===== config.mk =====
export PLATFORM = sky130hd
export DESIGN_NAME = ddsr_regs
export DESIGN_NICKNAME = d
export VERILOG_FILES = /design/src/hw/ddsr_pkg.sv /design/src/hw/ddsr_sync.sv /design/src/hw/ddsr_regs.sv
export SDC_FILE = /design/constraint.sdc
export NUM_CORES = 1
export LEC_CHECK = 0
export BUFFER_PORTS_ARGS = -buffer_cell sky130_fd_sc_hd__buf_2
export CORE_AREA = 2 2 112 114
export DETAILED_ROUTE_END_ITERATION = 10
export DIE_AREA = 0 0 114 116
export PLACE_DENSITY = 0.85
export SKIP_LAST_GASP = 1
export SLEW_MARGIN = 20
export SYNTH_ARGS = -nofsm -noshare
export SYNTH_HDL_FRONTEND = slang
export SYNTH_SLANG_ARGS = --single-unit
export TNS_END_PERCENT = 30

===== constraint.sdc =====
create_clock -name clock -period 3 [get_ports clock]
set_input_delay 0.45 -clock clock [delete_from_list [all_inputs] [get_ports clock]]
set_output_delay 0.45 -clock clock [all_outputs]
set_load 0.005 [all_outputs]

===== src/hw/ddsr_pkg.sv =====
// constants and carrier types for the distributed dma slave register block
package ddsr_pkg;
	localparam logic [7:0] CFG_BASE_OFFSET = 8'h98;
	localparam int WIN_BITS = 4;
	localparam logic [3:0] OFS_ADDR = 4'h0;
	localparam logic [3:0] OFS_PAGE = 4'h2;
	localparam logic [3:0] OFS_COUNT = 4'h4;
	localparam logic [3:0] OFS_STAT_CMD = 4'h8;
	localparam logic [3:0] OFS_REQUEST = 4'h9;
	localparam logic [3:0] OFS_MODE = 4'hB;
	localparam logic [3:0] OFS_MASTER_CLR = 4'hD;
	localparam logic [3:0] OFS_MASK = 4'hF;
	localparam logic [15:0] ADDR_RESET = 16'h0000;
	localparam logic [7:0] PAGE_RESET = 8'h00;
	localparam logic [15:0] COUNT_RESET = 16'h0000;
	localparam int CMD_DISABLE_BIT = 2;
	localparam logic [15:0] STEP_8BIT = 16'h0001;
	localparam logic [15:0] STEP_16BIT = 16'h0002;
	localparam logic [7:0] STATUS_RESET = 8'h00;
	localparam int SYNC_STAGES = 3;

	typedef struct packed {
		logic req;
		logic write;
		logic [31:0] addr;
		logic [3:0] be;
		logic [31:0] wdata;
	} ddsr_io_req_t;

	typedef struct packed {
		logic ack;
		logic [31:0] rdata;
	} ddsr_io_rsp_t;

	typedef struct packed {
		logic [15:0] base_addr;
		logic [15:0] cur_addr;
		logic [7:0] page;
		logic [15:0] base_cnt;
		logic [15:0] cur_cnt;
		logic controller_disable_bit;
		logic [3:0] terminal_count_flag;
		logic mask;
		logic soft_req;
		logic [31:0] aphase;
		ddsr_io_rsp_t rsp;
	} ddsr_state_t;

	typedef struct packed {
		logic [SYNC_STAGES-1:0] stage;
		logic level;
	} ddsr_sync_state_t;
endpackage


===== src/hw/ddsr_sync.sv =====
// three-stage synchroniser for the card dma request pin
`timescale 1ns/1ps
module ddsr_sync
	import ddsr_pkg::*;
(
	// clock and reset
	input wire logic clock,
	input wire logic rst,
	// pin and result
	input wire logic pin_in,
	output logic level_out
);
	ddsr_sync_state_t state_reg;
	ddsr_sync_state_t state_next;

	always_comb begin
		state_next = state_reg;
		state_next.stage = {state_reg.stage[SYNC_STAGES-2:0], pin_in};
		// only later stages are compared; the first feeds the second alone
		if (state_reg.stage[1] == state_reg.stage[2]) begin
			state_next.level = state_reg.stage[2];
		end
	end

	always_ff @(posedge clock) begin
		if (rst) begin
			state_reg <= '0;
		end else begin
			state_reg <= state_next;
		end
	end

	assign level_out = state_reg.level;
endmodule


===== src/hw/ddsr_regs.sv =====
// distributed dma slave register window on pci i/o space
// Functional notes
// - A 16-byte I/O window is decoded at the base programmed at config offset 98h.
// - Reserved bytes of the window read as zero and ignore writes.
// - Legacy bits with no distributed meaning are read-only and do nothing.
// - A write at offset 00h loads the base address and also the working address.
// - A read at offset 00h returns the working address, not the base.
// - In 8-bit mode the address phase carries address on 15-0 and page on 23-16.
// - In 16-bit mode address sits on 16-1 with bit 0 low and page 7-1 on 23-17.
// - Offset 02h is a read/write page byte that resets to zero.
// - The count drops by one per 8-bit transfer and by two per 16-bit transfer.
// - Status bits 3-0 set at terminal count and clear on status read or channel reset.
// - Status bits 7-4 follow the card dma request regardless of the mask.
// - Command bit 2 low enables the controller, its reset value; high disables it.
`timescale 1ns/1ps
module ddsr_regs
	import ddsr_pkg::*;
(
	// clock and reset
	input wire logic clock,
	input wire logic rst,
	// base address from config space offset 98h
	input wire logic [31:0] cfg_window_base,
	// pci i/o access
	input wire ddsr_io_req_t io_req,
	output ddsr_io_rsp_t io_rsp,
	// transfer side
	input wire logic card_dma_request,
	input wire logic xfer_16bit,
	input wire logic xfer_done,
	output logic [31:0] addr_phase,
	output logic controller_enabled,
	output logic soft_request
);
	ddsr_state_t state_reg;
	ddsr_state_t state_next;
	logic request_line_status;
	logic hit;
	logic [3:0] dw;

	ddsr_sync u_sync (
		.clock(clock),
		.rst(rst),
		.pin_in(card_dma_request),
		.level_out(request_line_status)
	);

	// byte-lane merge of a 16-bit register sitting in lanes 1:0
	function automatic logic [15:0] merge16(input logic [15:0] old,
		input logic [31:0] wd, input logic [3:0] be);
		merge16 = {be[1] ? wd[15:8] : old[15:8], be[0] ? wd[7:0] : old[7:0]};
	endfunction

	// true when byte ofs of the window is written
	function automatic logic lane_hit(input logic [3:0] ofs,
		input logic [3:0] d, input logic [3:0] be);
		lane_hit = (d == {ofs[3:2], 2'b00}) && be[ofs[1:0]];
	endfunction

	assign hit = io_req.req &&
		(io_req.addr[31:WIN_BITS] == cfg_window_base[31:WIN_BITS]);
	assign dw = {io_req.addr[3:2], 2'b00};

	always_comb begin
		logic wr;
		logic rd;
		logic [15:0] step;
		wr = hit && io_req.write;
		rd = hit && !io_req.write;
		step = xfer_16bit ? STEP_16BIT : STEP_8BIT;
		state_next = state_reg;
		state_next.rsp.ack = hit;
		state_next.soft_req = 1'b0;
		if (rd) begin
			unique case (dw)
				OFS_ADDR: state_next.rsp.rdata =
					{8'h00, state_reg.page, state_reg.cur_addr};
				OFS_COUNT: state_next.rsp.rdata =
					{16'h0000, state_reg.cur_cnt};
				OFS_STAT_CMD: state_next.rsp.rdata = {24'h00_0000,
					{4{request_line_status}},
					state_reg.terminal_count_flag};
				{OFS_MASK[3:2], 2'b00}: state_next.rsp.rdata =
					{4'h0, {4{state_reg.mask}}, 24'h00_0000};
				default: state_next.rsp.rdata = 32'h0000_0000;
			endcase
			// a status read clears the flags; a same-cycle set below wins
			if (dw == OFS_STAT_CMD && io_req.be[0]) begin
				state_next.terminal_count_flag = 4'h0;
			end
		end
		if (wr) begin
			if (lane_hit(OFS_ADDR, dw, io_req.be)
				|| lane_hit(OFS_ADDR + 4'h1, dw, io_req.be)) begin
				state_next.base_addr = merge16(state_reg.base_addr,
					io_req.wdata, io_req.be);
				state_next.cur_addr = merge16(state_reg.base_addr,
					io_req.wdata, io_req.be);
			end
			if (lane_hit(OFS_PAGE, dw, io_req.be)) begin
				state_next.page = io_req.wdata[23:16];
			end
			if (lane_hit(OFS_COUNT, dw, io_req.be)
				|| lane_hit(OFS_COUNT + 4'h1, dw, io_req.be)) begin
				state_next.base_cnt = merge16(state_reg.base_cnt,
					io_req.wdata, io_req.be);
				state_next.cur_cnt = merge16(state_reg.base_cnt,
					io_req.wdata, io_req.be);
			end
			if (lane_hit(OFS_STAT_CMD, dw, io_req.be)) begin
				// only the disable bit is writable; others stay zero
				state_next.controller_disable_bit =
					io_req.wdata[CMD_DISABLE_BIT];
			end
			if (lane_hit(OFS_REQUEST, dw, io_req.be)) begin
				state_next.soft_req = 1'b1;
			end
			if (lane_hit(OFS_MASK, dw, io_req.be)) begin
				state_next.mask = io_req.wdata[24];
			end
			if (lane_hit(OFS_MASTER_CLR, dw, io_req.be)) begin
				// channel reset
				state_next.terminal_count_flag = 4'h0;
				state_next.controller_disable_bit = 1'b0;
				state_next.mask = 1'b1;
			end
			// mode byte is accepted and dropped: width comes from the socket
		end
		// transfers run only while enabled; they win over a same-cycle write
		if (xfer_done && !state_reg.controller_disable_bit) begin
			state_next.cur_addr = state_reg.cur_addr + 16'h0001;
			if (state_reg.cur_cnt <= step) begin
				state_next.cur_cnt = 16'h0000;
				state_next.terminal_count_flag = 4'hF;
			end else begin
				state_next.cur_cnt = state_reg.cur_cnt - step;
			end
		end
		if (xfer_16bit) begin
			state_next.aphase = {8'h00, state_next.page[7:1],
				state_next.cur_addr, 1'b0};
		end else begin
			state_next.aphase = {8'h00, state_next.page,
				state_next.cur_addr};
		end
	end

	always_ff @(posedge clock) begin
		if (rst) begin
			state_reg <= '0;
			state_reg.base_addr <= ADDR_RESET;
			state_reg.cur_addr <= ADDR_RESET;
			state_reg.page <= PAGE_RESET;
			state_reg.base_cnt <= COUNT_RESET;
			state_reg.cur_cnt <= COUNT_RESET;
			state_reg.controller_disable_bit <= 1'b0;
			state_reg.mask <= 1'b1;
		end else begin
			state_reg <= state_next;
		end
	end

	assign io_rsp = state_reg.rsp;
	assign addr_phase = state_reg.aphase;
	assign controller_enabled = !state_reg.controller_disable_bit;
	assign soft_request = state_reg.soft_req;
endmodule


-- After elaboration in Yosys (flattened, before gate mapping)
Index checks and enable logic that the tools add are counted.
- $lt $le $gt $ge: 1
- multiplexer cells: 22
- equality and inequality tests: 5
- bitwise operators: 1
- add/subtract/negate cells: 2
- reduce and logical (&&, ||, !) cells: 29
- operators by type and width (cell ; number):
    28-bit one-hot mux with 4 select lines ; 1
    16-bit two-way mux ; 4
    63-bit two-way mux ; 1
    8-bit two-way mux ; 5
    32-bit two-way mux ; 1
    28-bit equality test ; 1
    17-bit two-way mux ; 1
    16-bit by 1-bit adder with 16-bit output (second input constant) ; 1
    16-bit by 2-bit less-or-equal comparator with 1-bit output ; 1
    4-bit two-way mux ; 4
    16-bit by 2-bit subtractor with 16-bit output ; 1
    1-bit logical AND ; 13
    2-bit AND reduction ; 5
    2-bit nonzero test ; 4
    6-bit two-way mux ; 1
    2-bit equality test (second input constant) ; 2
    4-bit zero test ; 1
    2-bit OR reduction ; 2
    1-bit two-way mux ; 3
    2-bit by 1-bit equality test with 1-bit output (second input constant) ; 1
    1-bit zero test ; 2
    1-bit logical OR ; 2
    2-bit two-way mux ; 1
    1-bit equality test ; 1
    1-bit NOT ; 1
- flip-flop bits (word level): 140

-- Longest topological paths before layout
- depth after elaboration: 8
- mapped depth: 11

-- Modules after synthesis
From an unflattened synthesis, not the netlist that was laid out.
- cells, all modules: 803
- area, all modules: 6757.7 µm²
- by module, submodules not included (module ; area an instance (µm²) ; seq. area each (µm²) ; cells each ; instances):
    ddsr_regs ; 6645.1 ; 2442.3 ; 793 ; 1
    ddsr_sync ; 112.6 ; 80.1 ; 10 ; 1

-- Least setup slack after synthesis
OpenSTA, ideal clock, no wires.
- path type: input to register
- from: input port xfer_16bit
- to: register state_reg[83] (netlist bit)
- buffers on the path: 1
- stages: 11
- arrival time: 2.063 ns
- library setup time: 0.119 ns
- data required time: 2.881 ns
- path slack: 0.817 ns
- cell sequence: inv_1 ha_1 fa_1 a21oi_1 nand4b_1 o21ai_1 nand2b_1 clkbuf_1 o22ai_1 a21oi_1 o21ai_1
- longest elaborated chain between the ends: 4
- elaborated cells between the ends (all ways): 5
- classes of those cells: 1 x add/sub; 1 x order compare; 3 x mux
- ends and longest elaborated chain (element ; line ; RTL):
    start, declared ; ddsr_regs.sv:29 ; input wire logic xfer_16bit,
    2-bit two-way mux * ; ddsr_regs.sv:70 ; step = xfer_16bit ? STEP_16BIT : STEP_8BIT;
    16-bit by 2-bit subtractor with 16-bit output / 16-bit by 2-bit less-or-equal comparator with 1-bit output (equally long branches) ; ddsr_regs.sv:136, ddsr_regs.sv:132 ;
    16-bit two-way mux * ; ddsr_regs.sv:132 ; if (state_reg.cur_cnt <= step) begin
    16-bit two-way mux * ; ddsr_regs.sv:130 ; if (xfer_done && !state_reg.controller_disable_bit) begin
    end signal, assigned ; ddsr_regs.sv:159 ; state_reg <= state_next;
    end, declared ; ddsr_regs.sv:35 ; ddsr_state_t state_reg;
Mark *: on every way between the ends. The rest lies on a longest branch, timed or not.
A chain may end at the register's enable or synchronous reset.

-- Worst setup path after layout
- from: register state_reg[72] (netlist bit)
- to: register state_reg[83] (netlist bit)
- longest elaborated chain between the ends: 3
- elaborated cells between the ends (all ways): 4
- classes of those cells: 1 x add/sub; 1 x order compare; 2 x mux
- ends and longest elaborated chain (element ; line):
    16-bit by 2-bit subtractor with 16-bit output / 16-bit by 2-bit less-or-equal comparator with 1-bit output (equally long branches) ; ddsr_regs.sv:136, ddsr_regs.sv:132
    16-bit two-way mux * ; ddsr_regs.sv:132
    16-bit two-way mux * ; ddsr_regs.sv:130
Marks and branches as above.

==> results.py <==
metrics = {
    "placement": {
        "port_buffers": 148,
        "pre_cts_slack_ps": 289,
        "hpwl_um": 12500,
        "placed_area_mm2": 0.00721,
        "routabilityCongestion": 0.952,
    },
    "drt": {
        "dr.pass1.iters": 6,
        "drt_wl_total_um": 17100,
        "drc_errors": 0,
        "num_vias": 6022,
        "drt.antenna.violating_nets": 0,
        "drtIter0Drc": 497,
        "viasPerCell": 5.64,
        "wl_per_cell_um": 16.0,
    },
    "critical_path": {
        "critical-path-max-stage-delay_ps": 450,
        "arrival_ps": 2740,
        "crit_fanout": 9,
        "end_kind": "register",
        "crit_required_ps": 3310,
        "critical_path_buf_inv_count": 1,
        "crit_chain": "inv_1, ha_1, fa_1, a21oi_1, nand4b_1, o21ai_1, nand2b_1, o22ai_1, a21oi_1, o21ai_1",
        "cp_top_family": "compound AO/OA/AOI/OAI gates",
        "cp-start-kind": "register",
        "crit_path_top_delay_cell": "nand2b_1",
        "critPathKind": "register to register",
    },
    "timing": {
        "maxSlewViolCount": 0,
        "final_hold_viol_count": 0,
        "clock_skew_ps": 9.66,
        "min_period_ps": 2440,
        "setup_ws_ps": 562,
        "finalSetupViolCount": 0,
        "rsz0062_at_grt": "no",
        "setup_tns_ps": 0,
        "period_share_pct": 81.3,
        "slew_headroom_pct": 57.6,
        "worst_pin_slew_ps": 635,
        "fmax_ghz": 0.410,
    },
    "cts": {
        "cts_hold_buf": 0,
        "cts_buffers": 17,
        "clock_latency_ps": 420,
        "h-tree-depth": 4,
        "clockRootBuffer": "clkbuf_16",
        "clock_path_buffers": 2,
        "cts_sinks": 126,
        "cts_tree": "done",
        "post_cts_buffers": 0,
        "clk_pin_slew_ps": 60,
        "cts_resized": 0,
    },
    "yosys": {
        "avgSynthCellArea_um2": 8.29,
        "synth_edf_count": 0,
        "syn-cell-area_mm2": 0.00680,
        "synth_async_sr_flop_share_pct": 0,
        "synth_cells": 821,
        "ys.flop_type": "dfxtp_1",
        "ys_seq_area_share_pct": 37.1,
        "ys_types": 70,
        "yosysWarnings": 0,
        "ys_ff_latch": 126,
    },
    "die": {
        "dieArea_mm2": 0.0132,
        "core-area_mm2": 0.0119,
        "io_pins": 174,
        "die_w_um": 114,
        "fp-row-count": 40,
        "fp.dieH_um": 116,
        "initial_core_util_pct": 57.1,
    },
    "pwr": {
        "vdd_drop_max_mv": 0.398,
        "power_leakage_nw": 3.30,
        "p_total_w": 0.00516,
        "p_per_area_mw_per_mm2": 658,
    },
    "global_routing": {
        "antenna_found_initial": 0,
        "grt_pass1_wl_um": 27400,
        "grt_pass1_vias": 5673,
        "grt_usage_pct": 26.4,
        "grt_max_degree": 63,
        "grt_overflow_total": 0,
    },
    "flow_run": {
        "drv_cap": 0,
    },
    "cells_and_area": {
        "fin_util_pct": 65.9,
        "largest_register_ffs": 78,
        "nFillCells": 1030,
        "layout-drive-gt1-share_pct": 24.4,
        "final_area_mm2": 0.00785,
        "nets": 1019,
        "area_growth_syn_to_layout_pct": 15.4,
        "most-common-layout-cells": "buf_2, dfxtp_1, nand2_1",
        "mostFrequentLayoutCell": "buf_2",
        "num_antenna_cells": 0,
    },
    "outcome": {
        "status": "complete, no violations",
    },
    "worst_hold_path": {
        "hp-class": "primary input to register",
    },
}
==> Yosys cell counts, types with 20 or more instances <==
cell        n  area share, %
o22ai_1    23            2.1
xnor2_1    30            3.9
buf_4      68            7.5
nand2_1   106            5.8
nand3_1    26            1.9
o21ai_0    39            2.9
dfxtp_1   126             37
inv_1      20            1.1
mux2i_1    56            8.2
nor2_1     80            4.4
clkbuf_1   28            1.5
a21oi_1    51            3.8
==> routing by layer <==
layer  vias up  global-route usage (%)  wire length [um]
li1       2973                       -                 -
met1      2810                    32.8              7360
met2       207                    44.1              8160
met3        32                    6.54              1170
met4         0                    10.5               435
met5         -                       0                 0
==> per-stage QoR <==
stage               hold WS [ps]  cells
finish                       242   1068
global route                 246   1068
CTS                          237   1068
detailed placement           440   1036
global placement             427   1036
floorplan                    414    832
==> power breakdown <==
part,leakage [nW],internal (W),switching [W]
combinational,1.97,0.000435,0.000562
clock,0.312,0.00147,0.000748
sequential,1.02,0.00180,0.000147
total,3.30,0.00371,0.00146
==> cell type report <==
class                           instances  area (um2)  area share (%)
Timing Repair Buffer                  165         868            11.1
Multi-Input combinational cell        577        3550            45.3
Clock buffer                           22         484            6.17
Sequential cell                       126        2520            32.1
Clock inverter                         10         159            2.02
Inverter                               21        78.8            1.00
Tap cell                              147         184            2.34
==> worst paths after layout <==
check | start | endpoint | slack, ps | cells past startpoint
setup / recovery | state_reg[72] | state_reg[83] | 560 | 10
hold / removal | card_dma_request | u_sync.state_next[2] | 240 | 2
setup reg to reg | state_reg[72] | state_reg[83] | 560 | 10
hold reg to reg | io_rsp[12] | io_rsp[12] | 440 | 2
==> worst reg2reg max path, cell delays in order, from the launching register on <==
cell      delay (ps)
dfxtp_1          320
inv_1             60
ha_1             170
fa_1             260
a21oi_1           70
nand4b_1         180
o21ai_1          430
nand2b_1         450
o22ai_1          160
a21oi_1          160
o21ai_1           70
==> cells by family (layout without fill, tap and decap cells) <==
kind of cell             Yosys count  count (layout)  share of synthesized area, %
AND/OR/NAND/NOR                  312             312                          23.2
AO/OA/AOI/OAI                    150             150                          13.3
buffers and inverters            129             218                          11.3
XOR/XNOR                          38              38                          4.89
adder cells (fa/ha/maj)            4               4                         0.846
flip-flops                       126             126                          37.1
multiplexers                      61              61                          9.23
other                              1              12                        0.0551
Note: power is estimated with default switching activity, not from simulation.
